<file path="src/design/flash_int_pkg.sv">
package flash_int_pkg;

  // ==========================================================================
  // Serial commands
  localparam logic [7:0] OP_READ_ANY = 8'h65;
  localparam logic [7:0] OP_WRITE_ANY = 8'h71;
  localparam logic [7:0] OP_CLEAR_ECC = 8'h1B;

  // ==========================================================================
  // Register addresses carried by the generic register commands
  localparam logic [23:0] ADDR_MASK_CONFIG = 24'h000010;
  localparam logic [23:0] ADDR_EVENT_FLAGS = 24'h000011;

  localparam logic [1:0] SEL_NONE = 2'h0;
  localparam logic [1:0] SEL_CONFIG = 2'h1;
  localparam logic [1:0] SEL_FLAGS = 2'h2;

  // ==========================================================================
  // Field layout and reset values
  localparam int BIT_OUT_ENABLE = 7;
  localparam logic [7:0] READY_MASK = 8'h10;
  localparam logic [7:0] DOUBLE_MASK = 8'h02;
  localparam logic [7:0] SINGLE_MASK = 8'h01;
  localparam logic [7:0] SOURCE_MASK = 8'h13;
  localparam logic [7:0] ECC_MASK = 8'h03;
  localparam logic [7:0] CONFIG_WRITABLE = 8'h93;
  localparam logic [7:0] CONFIG_RESET = 8'hFF;
  localparam logic [7:0] FLAGS_RESET = 8'hFF;
  localparam logic [7:0] UNMAPPED_READ = 8'hFF;

  // ==========================================================================
  // Serial framing counts
  localparam logic [2:0] SPI_LAST_BIT = 3'h7;
  localparam logic [2:0] QUAD_LAST_BIT = 3'h4;
  localparam logic [2:0] SPI_STEP = 3'h1;
  localparam logic [2:0] QUAD_STEP = 3'h4;
  localparam logic [1:0] ADDR_LAST_BYTE = 2'h2;
  localparam logic [3:0] SPI_OUT_OE = 4'h2;
  localparam logic [3:0] QUAD_OUT_OE = 4'hF;

  typedef enum logic [2:0] {
    ST_OPCODE,
    ST_ADDR,
    ST_WDATA,
    ST_RDATA,
    ST_IGNORE
  } xfer_state_t;

endpackage : flash_int_pkg

</file>
<file path="src/design/flash_interrupt_logic.sv">
`timescale 1ns/100ps

// Notes on behaviour
// - Enabled events pull the open-drain active-low interrupt pin low.
// - Config bit 7 high keeps the pin released; low lets events drive it.
// - Pin low only when a flag is low and its own enable is low.
// - Config bit 4 low lets a busy-to-ready transition pull the pin.
// - Config bit 1 low lets a double-bit ECC event pull the pin.
// - Config bit 0 low lets a single-bit ECC event pull the pin.
// - Writing the config register never changes the event flags.
// - Flags latch on their event regardless of masks and hold until cleared.
// - Flag bit 4 reads 0 after a busy-to-ready transition since last clear.
// - Flag bit 1 goes 0 on a double-bit error during a user read.
// - Flag bit 0 goes 0 on a single-bit correction during a user read.
// - ECC events from program or scrub routines do not touch the flags.
// - Writing 1 to a low flag bit returns it to 1.
// - Pin is released once every low flag is reset or masked, or config bit 7 is set.
// - Writing 1 to config bit 7 releases an asserted pin.
// - The clear-ECC command resets both ECC flags to 1.
// - Hardware and software reset return all flags to 1.
// - Both registers are read and written by the generic commands, SPI and quad.
module flash_interrupt_logic (
  input wire logic clk,
  input wire logic reset_n,
  input wire logic softReset,
  input wire logic busy,
  input wire logic singleErrorEvent,
  input wire logic doubleErrorEvent,
  input wire logic userReadAccess,
  input wire logic quadCommandMode,
  input wire logic csN,
  input wire logic sck,
  input wire logic [3:0] ioIn,
  output logic [3:0] ioOut,
  output logic [3:0] ioOe,
  output logic intOut,
  output logic intOe
);

  // ==========================================================================
  // Address decode, shared by the read and write paths
  function automatic logic [1:0] decodeAddr(input logic [23:0] addr);
    if (addr == flash_int_pkg::ADDR_MASK_CONFIG) begin
      return flash_int_pkg::SEL_CONFIG;
    end else if (addr == flash_int_pkg::ADDR_EVENT_FLAGS) begin
      return flash_int_pkg::SEL_FLAGS;
    end else begin
      return flash_int_pkg::SEL_NONE;
    end
  endfunction : decodeAddr

  // ==========================================================================
  // Pin synchronisers; serial clock runs far slower than clk
  logic [1:0] csSync_q;
  logic [1:0] sckSync_q;
  logic [3:0] ioSyncA_q;
  logic [3:0] ioSyncB_q;
  logic sckPrev_q;

  // Select resets to deselected so no frame starts while the pin settles
  always_ff @(posedge clk or negedge reset_n) begin
    if (!reset_n) begin
      csSync_q <= 2'h3;
    end else begin
      csSync_q <= {csSync_q[0], csN};
    end
  end

  always_ff @(posedge clk or negedge reset_n) begin
    if (!reset_n) begin
      sckSync_q <= 2'h0;
    end else begin
      sckSync_q <= {sckSync_q[0], sck};
    end
  end

  always_ff @(posedge clk or negedge reset_n) begin
    if (!reset_n) begin
      ioSyncA_q <= 4'h0;
      ioSyncB_q <= 4'h0;
    end else begin
      ioSyncA_q <= ioIn;
      ioSyncB_q <= ioSyncA_q;
    end
  end

  // Matches the idle low clock so no false edge follows reset
  always_ff @(posedge clk or negedge reset_n) begin
    if (!reset_n) begin
      sckPrev_q <= 1'b0;
    end else begin
      sckPrev_q <= sckSync_q[1];
    end
  end

  logic selected;
  logic sckRise;
  logic sckFall;
  assign selected = !csSync_q[1];
  assign sckRise = selected && sckSync_q[1] && !sckPrev_q;
  assign sckFall = selected && !sckSync_q[1] && sckPrev_q;

  // ==========================================================================
  // Command framing, mode 0, MSB first
  flash_int_pkg::xfer_state_t state_q;
  flash_int_pkg::xfer_state_t state_d;
  logic [2:0] bitCnt_q;
  logic [1:0] addrCnt_q;
  logic [7:0] shiftIn_q;
  logic [23:0] addr_q;
  logic opIsWrite_q;

  logic [2:0] step;
  logic [2:0] lastBit;
  logic [7:0] newByte;
  logic byteDone;
  logic addrDone;
  assign step = quadCommandMode ? flash_int_pkg::QUAD_STEP : flash_int_pkg::SPI_STEP;
  assign lastBit = quadCommandMode ? flash_int_pkg::QUAD_LAST_BIT : flash_int_pkg::SPI_LAST_BIT;
  assign newByte = quadCommandMode ? {shiftIn_q[3:0], ioSyncB_q} : {shiftIn_q[6:0], ioSyncB_q[0]};
  assign byteDone = sckRise && (bitCnt_q == lastBit);
  assign addrDone = byteDone && (state_q == flash_int_pkg::ST_ADDR) &&
                    (addrCnt_q == flash_int_pkg::ADDR_LAST_BYTE);

  logic opcodeDone;
  logic addrByteDone;
  assign opcodeDone = byteDone && (state_q == flash_int_pkg::ST_OPCODE);
  assign addrByteDone = byteDone && (state_q == flash_int_pkg::ST_ADDR);

  always_comb begin
    state_d = state_q;
    if (byteDone) begin
      case (state_q)
        flash_int_pkg::ST_OPCODE: begin
          if ((newByte == flash_int_pkg::OP_READ_ANY) ||
              (newByte == flash_int_pkg::OP_WRITE_ANY)) begin
            state_d = flash_int_pkg::ST_ADDR;
          end else begin
            state_d = flash_int_pkg::ST_IGNORE;
          end
        end
        flash_int_pkg::ST_ADDR: begin
          if (addrCnt_q == flash_int_pkg::ADDR_LAST_BYTE) begin
            state_d = opIsWrite_q ? flash_int_pkg::ST_WDATA : flash_int_pkg::ST_RDATA;
          end
        end
        flash_int_pkg::ST_WDATA: begin
          state_d = flash_int_pkg::ST_IGNORE;
        end
        flash_int_pkg::ST_RDATA: begin
          state_d = flash_int_pkg::ST_RDATA;
        end
        default: begin
          state_d = flash_int_pkg::ST_IGNORE;
        end
      endcase
    end
  end

  always_ff @(posedge clk or negedge reset_n) begin
    if (!reset_n) begin
      state_q <= flash_int_pkg::ST_OPCODE;
    end else if (!selected) begin
      state_q <= flash_int_pkg::ST_OPCODE;
    end else begin
      state_q <= state_d;
    end
  end

  always_ff @(posedge clk or negedge reset_n) begin
    if (!reset_n) begin
      bitCnt_q <= 3'h0;
    end else if (!selected) begin
      bitCnt_q <= 3'h0;
    end else if (sckRise) begin
      bitCnt_q <= bitCnt_q + step;
    end
  end

  always_ff @(posedge clk or negedge reset_n) begin
    if (!reset_n) begin
      addrCnt_q <= 2'h0;
    end else if (!selected) begin
      addrCnt_q <= 2'h0;
    end else if (addrByteDone) begin
      addrCnt_q <= addrCnt_q + 2'h1;
    end
  end

  always_ff @(posedge clk or negedge reset_n) begin
    if (!reset_n) begin
      shiftIn_q <= 8'h00;
    end else if (sckRise) begin
      shiftIn_q <= newByte;
    end
  end

  always_ff @(posedge clk or negedge reset_n) begin
    if (!reset_n) begin
      addr_q <= 24'h000000;
    end else if (addrByteDone) begin
      addr_q <= {addr_q[15:0], newByte};
    end
  end

  always_ff @(posedge clk or negedge reset_n) begin
    if (!reset_n) begin
      opIsWrite_q <= 1'b0;
    end else if (opcodeDone) begin
      opIsWrite_q <= (newByte == flash_int_pkg::OP_WRITE_ANY);
    end
  end

  // ==========================================================================
  // Register access strobes
  logic [1:0] regSel;
  logic wrStrobe;
  logic writeConfig;
  logic writeFlags;
  logic clearEcc;
  assign regSel = decodeAddr(addr_q);
  assign wrStrobe = byteDone && (state_q == flash_int_pkg::ST_WDATA);
  assign writeConfig = wrStrobe && (regSel == flash_int_pkg::SEL_CONFIG);
  assign writeFlags = wrStrobe && (regSel == flash_int_pkg::SEL_FLAGS);
  // Acts as the opcode completes rather than at deselect, to keep framing simple
  assign clearEcc = byteDone && (state_q == flash_int_pkg::ST_OPCODE) &&
                    (newByte == flash_int_pkg::OP_CLEAR_ECC);

  // ==========================================================================
  // Interrupt registers
  logic [7:0] maskConfig_q;
  logic [7:0] maskConfig_d;
  logic [7:0] eventFlags_q;
  logic [7:0] eventFlags_d;
  logic busyPrev_q;
  logic readyEvent;
  logic [7:0] eventSet;
  logic [7:0] flagRelease;

  assign readyEvent = busyPrev_q && !busy;
  assign eventSet = ({8{readyEvent}} & flash_int_pkg::READY_MASK) |
                    ({8{doubleErrorEvent && userReadAccess}} & flash_int_pkg::DOUBLE_MASK) |
                    ({8{singleErrorEvent && userReadAccess}} & flash_int_pkg::SINGLE_MASK);
  assign flagRelease = ({8{writeFlags}} & newByte & flash_int_pkg::SOURCE_MASK) |
                       ({8{clearEcc}} & flash_int_pkg::ECC_MASK);
  // An event in the same cycle as its clear still wins
  assign eventFlags_d = softReset ? flash_int_pkg::FLAGS_RESET :
                        (eventFlags_q | flagRelease) & ~eventSet;
  assign maskConfig_d = softReset ? flash_int_pkg::CONFIG_RESET :
                        writeConfig ? ((newByte & flash_int_pkg::CONFIG_WRITABLE) |
                                       ~flash_int_pkg::CONFIG_WRITABLE) :
                        maskConfig_q;

  always_ff @(posedge clk or negedge reset_n) begin
    if (!reset_n) begin
      maskConfig_q <= flash_int_pkg::CONFIG_RESET;
    end else begin
      maskConfig_q <= maskConfig_d;
    end
  end

  always_ff @(posedge clk or negedge reset_n) begin
    if (!reset_n) begin
      eventFlags_q <= flash_int_pkg::FLAGS_RESET;
    end else begin
      eventFlags_q <= eventFlags_d;
    end
  end

  always_ff @(posedge clk or negedge reset_n) begin
    if (!reset_n) begin
      busyPrev_q <= 1'b0;
    end else begin
      busyPrev_q <= busy;
    end
  end

  // ==========================================================================
  // Interrupt pin, open drain: only ever drives low
  logic [7:0] pending;
  logic intActive;
  logic intOe_q;
  assign pending = ~eventFlags_q & ~maskConfig_q & flash_int_pkg::SOURCE_MASK;
  assign intActive = !maskConfig_q[flash_int_pkg::BIT_OUT_ENABLE] && (|pending);

  always_ff @(posedge clk or negedge reset_n) begin
    if (!reset_n) begin
      intOe_q <= 1'b0;
    end else begin
      intOe_q <= intActive;
    end
  end

  assign intOut = 1'b0;
  assign intOe = intOe_q;

  // ==========================================================================
  // Read data path; byte is loaded on the falling edge after the address
  logic [7:0] readValue;
  logic [7:0] shiftOut_q;
  logic loadPending_q;
  logic driving_q;
  logic [7:0] rotated;

  assign readValue = (regSel == flash_int_pkg::SEL_CONFIG) ? maskConfig_q :
                     (regSel == flash_int_pkg::SEL_FLAGS) ? eventFlags_q :
                     flash_int_pkg::UNMAPPED_READ;
  assign rotated = quadCommandMode ? {shiftOut_q[3:0], shiftOut_q[7:4]} :
                   {shiftOut_q[6:0], shiftOut_q[7]};

  always_ff @(posedge clk or negedge reset_n) begin
    if (!reset_n) begin
      loadPending_q <= 1'b0;
    end else if (!selected) begin
      loadPending_q <= 1'b0;
    end else if (addrDone && !opIsWrite_q) begin
      loadPending_q <= 1'b1;
    end else if (sckFall) begin
      loadPending_q <= 1'b0;
    end
  end

  always_ff @(posedge clk or negedge reset_n) begin
    if (!reset_n) begin
      driving_q <= 1'b0;
    end else if (!selected) begin
      driving_q <= 1'b0;
    end else if (sckFall && loadPending_q) begin
      driving_q <= 1'b1;
    end
  end

  always_ff @(posedge clk or negedge reset_n) begin
    if (!reset_n) begin
      shiftOut_q <= 8'hFF;
    end else if (sckFall && loadPending_q) begin
      shiftOut_q <= readValue;
    end else if (sckFall && driving_q) begin
      shiftOut_q <= rotated;
    end
  end

  // Repeated clocks keep returning the same byte
  assign ioOut = quadCommandMode ? shiftOut_q[7:4] : {2'b00, shiftOut_q[7], 1'b0};
  assign ioOe = !driving_q ? 4'h0 :
                quadCommandMode ? flash_int_pkg::QUAD_OUT_OE : flash_int_pkg::SPI_OUT_OE;

endmodule : flash_interrupt_logic

</file>
<file path="config.mk">
export PLATFORM = sky130hd
export DESIGN_NAME = flash_interrupt_logic
export DESIGN_NICKNAME = d
export VERILOG_FILES = /design/src/design/flash_int_pkg.sv /design/src/design/flash_interrupt_logic.sv
export SDC_FILE = /design/constraint.sdc
export NUM_CORES = 1
export LEC_CHECK = 0
export BUFFER_PORTS_ARGS = -buffer_cell sky130_fd_sc_hd__buf_2
export CORE_MARGIN = 2
export CORE_UTILIZATION = 37
export CTS_BUF_LIST = sky130_fd_sc_hd__clkbuf_4
export CTS_CLUSTER_DIAMETER = 200
export DETAILED_ROUTE_END_ITERATION = 8
export HOLD_SLACK_MARGIN = 0.06
export PLACE_DENSITY = 0.55
export SETUP_SLACK_MARGIN = 0.02
export SYNTH_ARGS = -nofsm -noshare
export SYNTH_HDL_FRONTEND = slang
export SYNTH_SLANG_ARGS = --single-unit
</file>
<file path="constraint.sdc">
create_clock -name clk -period 2.4 [get_ports clk]
set_clock_uncertainty 0.2 [all_clocks]
set_input_delay 0.48 -clock clk [delete_from_list [all_inputs] [get_ports clk]]
set_output_delay 0.48 -clock clk [all_outputs]
set_load 0.005 [all_outputs]
</file>
== Yosys cells after proc, flatten, opt, wreduce, memory -nomap -nowiden ==
Index checks and enable logic that the tools add are counted.

* Input port bits: 14
* Output and inout port bits: 10
* Word-level logic and storage cells: 110
* Register bits after elaboration: 81

* Eq/ne operators: 13
* $add $sub $neg: 2
* Reductions and logical operators: 36
* Muxes and demuxes: 31
* Bitwise operators: 10

{| class="wikitable"
|+ Operators by type and width
! kind !! number
|-
| $mux W8 || 9
|-
| $eq A24 B5 Y1 const B || 2
|-
| $mux W3 || 7
|-
| $logic_and A1 B1 Y1 || 19
|-
| $eq A8 B7 Y1 const B || 2
|-
| $mux W4 || 3
|-
| $reduce_bool A2 Y1 || 6
|-
| $and A5 B5 Y5 || 2
|-
| $mux W2 || 5
|-
| $not A5 Y5 || 2
|-
| $or A5 B2 Y5 || 2
|-
| $pmux W3 S3 || 1
|-
| $and A8 B8 Y8 || 1
|-
| $eq A8 B5 Y1 const B || 1
|-
| $not A5 Y8 || 1
|-
| $or A8 B5 Y8 || 1
|-
| $eq A3 B2 Y1 const B || 2
|-
| $logic_not A1 Y1 || 6
|-
| $mux W1 || 6
|-
| $or A5 B1 Y5 || 1
|-
| $eq A2 B2 Y1 const B || 2
|-
| $add A3 B3 Y3 || 1
|-
| $eq A3 B1 Y1 const B || 1
|-
| $eq A3 B3 Y1 || 1
|-
| 8 further kinds || 8
|}

== Longest topological paths before layout ==
Gate-level depths: netlist of run 1.

* Word-level depth: 11
* Gate-level depth with buffers: 10
* Mapped depth without buffers: 7

== Worst setup path after synthesis of run 1 ==
OpenSTA, ideal clock, no wires.

* Path kind: input to register
* Start: input quadCommandMode
* End: register addr_q[11]
* Path slack: -216 ps
* Stages on the path: 8
* Path buffers: 3
* Required time: 2075 ps
* Library setup time: 125 ps
* Arrival time: 2291 ps
* Path through: buf_6 > buf_6 > clkinv_1 > ha_1 > and2b_2 > nand4_2 > buf_1 > mux2_2

* Word-level cells in the longest chain between the ends: 4

{| class="wikitable"
|+ RTL lines
! item !! line !! source
|-
| from (decl) || flash_interrupt_logic.sv:30 || <nowiki>input wire logic quadCommandMode,</nowiki>
|-
| $mux W2 || flash_interrupt_logic.sv:119 || <nowiki>assign lastBit = quadCommandMode ? flash_int_pkg::QUAD_LAST_BIT : flash_int_pkg::SPI_LAST_BIT;</nowiki>
|-
| $eq A3 B3 Y1 || flash_interrupt_logic.sv:121 || <nowiki>assign byteDone = sckRise && (bitCnt_q == lastBit);</nowiki>
|-
| $logic_and A1 B1 Y1 || flash_interrupt_logic.sv:121 ||
|-
| $logic_and A1 B1 Y1 || flash_interrupt_logic.sv:128 || <nowiki>assign addrByteDone = byteDone && (state_q == flash_int_pkg::ST_ADDR);</nowiki>
|-
| to (signal assigned) || flash_interrupt_logic.sv:202 || <nowiki>addr_q <= {addr_q[15:0], newByte};</nowiki>
|-
| to (decl) || flash_interrupt_logic.sv:110 || <nowiki>logic [23:0] addr_q;</nowiki>
|}

No other way between the ends.
A chain may end at the register's enable or synchronous reset.

== Worst setup path in the final report of run 1 ==
* Start: register csSync_q[1]
* End: register maskConfig_q[4]

* Word-level cells in the longest chain between the ends: 7

{| class="wikitable"
|+ RTL lines
! item !! line !! source
|-
| from (decl) || flash_interrupt_logic.sv:54 || <nowiki>logic [1:0] csSync_q;</nowiki>
|-
| from (signal assigned) || flash_interrupt_logic.sv:65 || <nowiki>csSync_q <= {csSync_q[0], csN};</nowiki>
|-
| $logic_not A1 Y1 || flash_interrupt_logic.sv:99 || <nowiki>assign selected = !csSync_q[1];</nowiki>
|-
| $logic_and A1 B1 Y1 (2 in a row) || flash_interrupt_logic.sv:100 || <nowiki>assign sckRise = selected && sckSync_q[1] && !sckPrev_q;</nowiki>
|-
| $logic_and A1 B1 Y1 || flash_interrupt_logic.sv:121 ||
|-
| $logic_and A1 B1 Y1 || flash_interrupt_logic.sv:222 || <nowiki>assign wrStrobe = byteDone && (state_q == flash_int_pkg::ST_WDATA);</nowiki>
|-
| $logic_and A1 B1 Y1 || flash_interrupt_logic.sv:223 || <nowiki>assign writeConfig = wrStrobe && (regSel == flash_int_pkg::SEL_CONFIG);</nowiki>
|-
| $reduce_bool A2 Y1 (no source line) || n/a ||
|-
| to (signal assigned) || flash_interrupt_logic.sv:256 || <nowiki>maskConfig_q <= flash_int_pkg::CONFIG_RESET;</nowiki>
|-
| to (signal assigned) || flash_interrupt_logic.sv:258 || <nowiki>maskConfig_q <= maskConfig_d;</nowiki>
|-
| to (decl) || flash_interrupt_logic.sv:231 || <nowiki>logic [7:0] maskConfig_q;</nowiki>
|}

No other way between the ends.

==> run summary, run 1 <==
f_max = 461 MHz
Static Leakage = 1.78 nW
FF-to-FF path depth = 5
H-Tree Level Count = 3
Antenna Nets Post-Route = 0
crit path DAT = 2.32 ns
first-pass GRT wire length = 11500 µm
Die Y = 98.3 µm
Post-Syn Area = 3290 µm²
# DRC = 0
Synth Area per Inst = 11.6 µm²
critical path class = reg -> reg
Die W = 98.3 µm
library cells used by synthesis = 49
worst skew pair latency = 0.43 ns
WL met1 = 3180 µm
syn_nets = 301
Net Sw Frac = 0.258
met3 WL = 193 µm
Hold Path Depth = 0
setup ws final = 0.231 ns
dpl cells = 414
synth warn = 0
final std cells w/o fill = 440
# clock sinks = 73
CP Capture Type = flip-flop
R2R Path Start = csSync_q[1]
slew at the pin closest to its max-slew limit = 0.527 ns
TritonCTS clock tree = yes
antenna diode count = 0
Cells after Synth = 284
DR pass1 iterations = 4
GRT Residual Overflow = 0
pwr/cell area = 600 nW/µm²
status = complete, no violations
vias = 2229
VDD IR max = 0.372 mV
RSZ-0062 raised after global routing = false
Total Wirelength = 6560 µm
design area = 3890 µm²
GRT Total Usage = 0.151
part of the power in combinational logic = 0.101
async set or reset register ratio after synthesis = 1.00
Nets = 344
initial antenna violation count = 0
Post-Place Worst Slack = -0.0359 ns
port bufs = 22
sequential fraction of the synthesis area = 0.562
Slew headroom = 0.649
Setup crit start kind = flip-flop
#FFs+latches synth = 73
Post-synth EDFFs = 0
Routed met2 length = 3100 µm
Max-Cap Viols = 0
CTS Buf Count = 9
layout cell share with drive strength beyond 1 = 0.313
# rows = 34
top sig layer = met4
Final Max Tran Viols = 0
Setup crit start = csSync_q[1]
worst path required time = 2.55 ns
Die Area = 9670 µm²
vias in the first global route = 2287
Final HPWL DP = 4670 µm
prevailing post-synth register cell = dfrtp_1
Vias/cell = 5.07
area grow syn2layout = 18.1%
fillcell total = 828
clock buffer depth = 2
crit path max fanout = 13
Initial Util = 0.379
final worst-path cycle share = 0.904
post-route minimum period = 2.17 ns
final hold violation count = 0
clock-pin slew on the worst setup and hold paths = 0.12 ns
Hold WC Path Type = reg -> reg
reg-to-reg slack, setup = 0.23 ns
I/O pins = 24
Root Driver = clkbuf_4
reg2reg end = maskConfig_q[4]
Final setup viols = 0
largest net degree at the start of global routing = 38
Placed Area = 3650 µm²
Sw Pwr = 602 µW
core area = 8680 µm²
clock network power share = 0.323
CTS resizes = 0
Worst Setup EP = maskConfig_q[4]
Final GP Congestion = 0.817
Routed wire per std cell = 14.9 µm
DR iter-0 viols = 99
Sequential Power Share = 0.576
Internal = 1.73 mW
## routing by layer
layer	GRT usage	up-vias
li1	-	1103
met1	0.200	1078
met2	0.237	37
met3	0.0351	11
met4	0.0643	0
met5	0	-
## stage by stage
| stage | hold slack (ns) | utilization | TNS [ns] | power (mW) |
|---|---|---|---|---|
| 2_1_floorplan | -0.0156 | - | 0 | 1.48 |
| 3_3_place_gp | 0.132 | 0.421 | 0 | 1.59 |
| 3_5_place_dp | 0.135 | 0.421 | -0.0885 | 1.59 |
| 4_1_cts | 0.157 | 0.448 | 0 | 2.36 |
| 5_1_grt | 0.151 | 0.448 | 0 | 2.46 |
| 6_report | 0.157 | 0.448 | 0 | 2.33 |
## power by group through the flow
stage | clock network [mW] | registers, mW | logic, mW
after CTS | 0.779 | 1.34 | 0.240
after global placement | 0 | 1.36 | 0.225
after global routing | 0.837 | 1.35 | 0.266
after detailed placement | 0 | 1.37 | 0.227
final | 0.752 | 1.34 | 0.236
after floorplan | 0 | 1.35 | 0.131
## worst min-delay path by stage
stage          slack [ns]               to    startpoint
6_report             0.16     ioSyncB_q[1]  ioSyncA_q[1]
5_1_grt              0.15  maskConfig_q[7]     softReset
4_1_cts              0.16  maskConfig_q[7]     softReset
3_5_place_dp         0.13     ioSyncB_q[1]  ioSyncA_q[1]
3_3_place_gp         0.13     ioSyncB_q[3]  ioSyncA_q[3]
2_1_floorplan       -0.02     addrCnt_q[0]       reset_n
## kinds of logic after synthesis
group / share of synthesized area
and+or+nand+nor: 0.147
DFF: 0.562
AOI/OAI and AO/OA: 0.117
muxes: 0.108
buffers and inverters: 0.0391
xor gates and xnor gates: 0.0133
adders and majority gates: 0.0114
other: 0.00114
## registers in the layout, summed over array words and instances, names as in the netlist, 2 cells and up
signal / cells
sckSync_q: 2
csSync_q: 2
ioSyncA_q: 4
eventFlags_q: 4
ioSyncB_q: 4
maskConfig_q: 4
addrCnt_q: 2
state_q: 3
shiftOut_q: 8
bitCnt_q: 3
addr_q: 24
shiftIn_q: 7
## layout make-up
class	count	area, µm²	share of cell area
flip-flops and latches	73	1850	0.476
clock buffers	10	75.1	0.0193
multi-input cells	186	1330	0.341
repair buffers	48	395	0.102
well taps	108	135	0.0348
clock inverters	6	60.1	0.0154
inverters	9	46.3	0.0119
## cell usage in the layout, fill, tap and decap left out, types with 3 or more instances in the layout
| master | Yosys | routed |
|---|---|---|
| a311oi_1 | 4 | 4 |
| nand3_1 | 3 | 3 |
| nor2_1 | 14 | 14 |
| mux2i_1 | 12 | 12 |
| a211oi_1 | 4 | 4 |
| nand2_1 | 24 | 24 |
| o21ai_0 | 19 | 19 |
| xnor2_1 | 4 | 4 |
| o211ai_1 | 4 | 4 |
| a21oi_1 | 9 | 9 |
| a21o_1 | 6 | 6 |
| nor2b_1 | 7 | 7 |
| clkinv_2 | 0 | 3 |
| and2_1 | 6 | 6 |
| buf_4 | 5 | 12 |
| buf_2 | 1 | 21 |
| clkbuf_4 | 0 | 10 |
| buf_12 | 0 | 5 |
| mux2_2 | 21 | 21 |
| a211o_1 | 3 | 3 |
| nor3b_1 | 5 | 5 |
| nor4_1 | 5 | 5 |
| nand4_1 | 6 | 6 |
| dfstp_2 | 18 | 18 |
| dlygate4sd3_1 | 0 | 10 |
| nand2b_1 | 3 | 3 |
| dfrtp_1 | 55 | 55 |
| inv_1 | 8 | 8 |
## what timing repair did
action,in CTS,in global routing
hold buffers,10,0
hold endpoints to repair,36,0
setup buffers,0,0
## worst max-delay path, stage by stage, from the launching register on
cell and delay, ns:
dfstp_2 0.46, nor3b_4 0.38, and4_4 0.30, nor4b_4 0.38, nor2b_1 0.10, a211o_1 0.29
## cells in the mapped netlist, types with 4 or more instances
cell | instances | area, µm²
a21o_1 | 6 | 45.0
dfstp_2 | 18 | 473
mux2i_1 | 12 | 120
nor2b_1 | 7 | 43.8
nand4_1 | 6 | 37.5
a21oi_1 | 9 | 45.0
o211ai_1 | 4 | 30.0
mux2_2 | 21 | 236
xnor2_1 | 4 | 35.0
nand2_1 | 24 | 90.1
a311oi_1 | 4 | 35.0
nor4_1 | 5 | 31.3
dfrtp_1 | 55 | 1380
inv_1 | 8 | 30.0
nor3b_1 | 5 | 37.5
buf_4 | 5 | 37.5
nor2_1 | 14 | 52.6
o21ai_0 | 19 | 95.1
a211oi_1 | 4 | 30.0
clkbuf_1 | 7 | 26.3
and2_1 | 6 | 37.5
(Power assumes the default switching activity.)
==> run 2: changes to the inputs <==
- CTS_BUF_LIST: sky130_fd_sc_hd__clkbuf_4 -> not set
==> run 2 against run 1 <==
Clock power increased by 22%. Cell area grew 0.84%. Critical endpoint is now maskConfig_q[1]. Non-clock buffer count shrank 2. Cell count decreased by 0.45%. Core utilization increased by 0.37 points. Highest routed layer unchanged. Global-route usage about the same. Combinational power is essentially flat. Power up 7.2%. Via count up 0.67%. Largest power group unchanged.
==> run summary, run 2 (same netlist as run 1, synthesis figures left out) <==
Nets = 342 (was 344)
Final GP Congestion = 0.817 (unchanged)
Antenna Nets Post-Route = 0 (unchanged)
crit path max fanout = 13 (unchanged)
final std cells w/o fill = 438 (was 440)
f_max = 462 MHz (was 461 MHz)
final hold violation count = 0 (unchanged)
I/O pins = 24 (unchanged)
Max-Cap Viols = 0 (unchanged)
# DRC = 0 (unchanged)
Setup Fix Bufs, Post-CTS = 0 (unchanged)
clock buffer depth = 2 (unchanged)
Total Wirelength = 6510 µm (was 6560 µm)
status = complete, no violations (unchanged)
# rows = 34 (unchanged)
GRT Residual Overflow = 0 (unchanged)
CP Cell Sequence = nor3b_4, and4_4, nor4b_4, nor2b_1, a211o_1 (unchanged)
TritonCTS clock tree = yes (unchanged)
Hold Path Depth = 2 (was 0)
antenna diode count = 0 (unchanged)
hold endpoint = eventFlags_q[1] (was ioSyncB_q[1])
area grow syn2layout = 19.1% (was 18.1%)
DR pass1 iterations = 4 (unchanged)
core area = 8680 µm² (unchanged)
biggest regs = addr_q (24), shiftOut_q (8), shiftIn_q (7) (unchanged)
design area = 3920 µm² (was 3890 µm²)
FF-to-FF path depth = 5 (unchanged)
Vias/cell = 5.12 (was 5.07)
Static Leakage = 1.79 nW (was 1.78 nW)
vias in the first global route = 2293 (was 2287)
total power draw = 2.50 mW (was 2.33 mW)
GRT Total Usage = 0.150 (was 0.151)
CTS Buf Count = 9 (unchanged)
Bufs and invs on worst path = 0 (unchanged)
pwr/cell area = 637 nW/µm² (was 600 nW/µm²)
critical path class = reg -> reg (unchanged)
VDD IR max = 0.313 mV (was 0.372 mV)
reg-to-reg slack, setup = 0.24 ns (was 0.23 ns)
Placed Area = 3650 µm² (unchanged)
Die Area = 9670 µm² (unchanged)
Die Y = 98.3 µm (unchanged)
Final setup viols = 0 (unchanged)
post-route minimum period = 2.16 ns (was 2.17 ns)
largest net degree at the start of global routing = 38 (unchanged)
worst skew pair latency = 0.35 ns (was 0.43 ns)
Final Max Tran Viols = 0 (unchanged)
final worst-path cycle share = 0.902 (was 0.904)
Initial Util = 0.379 (unchanged)
most frequent cells in the layout = 55 x dfrtp_1, 24 x nand2_1, 21 x mux2_2, 21 x buf_2, 19 x o21ai_0 (unchanged)
Routed wire per std cell = 14.9 µm (about the same)
DR iter-0 viols = 94 (was 99)
critical path's top delay family = simple AND/OR/NAND/NOR gates (unchanged)
slowest cell on the critical path = dfstp_2 (unchanged)
Slew headroom = 0.656 (was 0.649)
port bufs = 22 (unchanged)
Hold WC Path Type = in -> reg (was reg -> reg)
CP Capture Type = flip-flop (unchanged)
Die W = 98.3 µm (unchanged)
Biggest register = addr_q (unchanged)
R2R Path Start = csSync_q[1] (unchanged)
commonest non-fill, non-tap cell in the layout = dfrtp_1 (unchanged)
vias = 2244 (was 2229)
Root Driver = clkbuf_8 (was clkbuf_4)
RSZ-0062 raised after global routing = false (unchanged)
H-Tree Level Count = 3 (unchanged)
layout cell share with drive strength beyond 1 = 0.312 (was 0.313)
slowest stage delay, CP = 0.45 ns (was 0.46 ns)
first-pass GRT wire length = 11500 µm (about the same)
Largest register FFs = 24 (unchanged)
slew at the pin closest to its max-slew limit = 0.516 ns (was 0.527 ns)
reg2reg end = maskConfig_q[1] (was maskConfig_q[4])
clock-pin slew on the worst setup and hold paths = 0.08 ns (was 0.12 ns)
dpl cells = 414 (unchanged)
Worst Min Path Start = doubleErrorEvent (was ioSyncA_q[1])
# clock sinks = 73 (unchanged)
Setup crit start kind = flip-flop (unchanged)
worst path required time = 2.47 ns (was 2.55 ns)
initial antenna violation count = 0 (unchanged)
fillcell total = 829 (was 828)
crit path DAT = 2.24 ns (was 2.32 ns)
Post-Route Utilization = 0.452 (was 0.448)
Final HPWL DP = 4670 µm (unchanged)
setup TNS = 0 ns (unchanged)
run 2: changes by cell type in the layout (fill, tap and decap cells not counted), sizes merged:
cell         delta
dlygate4sd3     -2
run 2: through the flow:
step	hold WS, ns	setup WS, ns
final	0.0861	0.235
after global routing	0.0738	0.0766
after CTS	0.0751	0.230
after detailed placement	0.135	-0.0359
after global placement	0.132	0.0346
after floorplan	-0.0156	0.0201
run 2: what timing repair did:
item                                    in CTS  in global routing
endpoints found under the setup margin       0                  0
hold buffers                                 8                  0
endpoints found under the hold margin       34                  0
gates resized for setup                      0                  0
run 2: worst max-delay path by stage:
| stage | from | endpoint | slack [ns] | cells after the start |
|---|---|---|---|---|
| floorplan | quadCommandMode | addr_q[20] | 0.02 | 8 |
| global placement | quadCommandMode | maskConfig_q[1] | 0.03 | 8 |
| detailed placement | quadCommandMode | maskConfig_q[1] | -0.04 | 8 |
| CTS | csSync_q[1] | maskConfig_q[1] | 0.23 | 5 |
| global route | csSync_q[1] | maskConfig_q[0] | 0.08 | 5 |
| finish | csSync_q[1] | maskConfig_q[1] | 0.24 | 5 |
run 2: layer usage:
layer	vias up	part of all wire	wire, µm	track usage
met4	0	0.023	153	0.0706
met2	42	0.46	3010	0.235
met1	1090	0.48	3140	0.201
met5	-	0	0	0
met3	14	0.032	208	0.0308
li1	1098	-	-	-
run 2: area by class of cell:
type                            count  area, µm²  share of cell area
Multi-Input combinational cell    186       1330               0.338
Tap cell                          108        135              0.0345
Clock buffer                       10        128              0.0326
Clock inverter                      6       60.1              0.0153
Sequential cell                    73       1850               0.472
Inverter                            9       46.3              0.0118
Timing Repair Buffer               46        375              0.0958
run 2: power by group:
| part | switching [mW] | internal [mW] | total, mW |
|---|---|---|---|
| sequential | 0.0526 | 1.29 | 1.34 |
| clock | 0.446 | 0.475 | 0.921 |
| combinational | 0.121 | 0.112 | 0.233 |
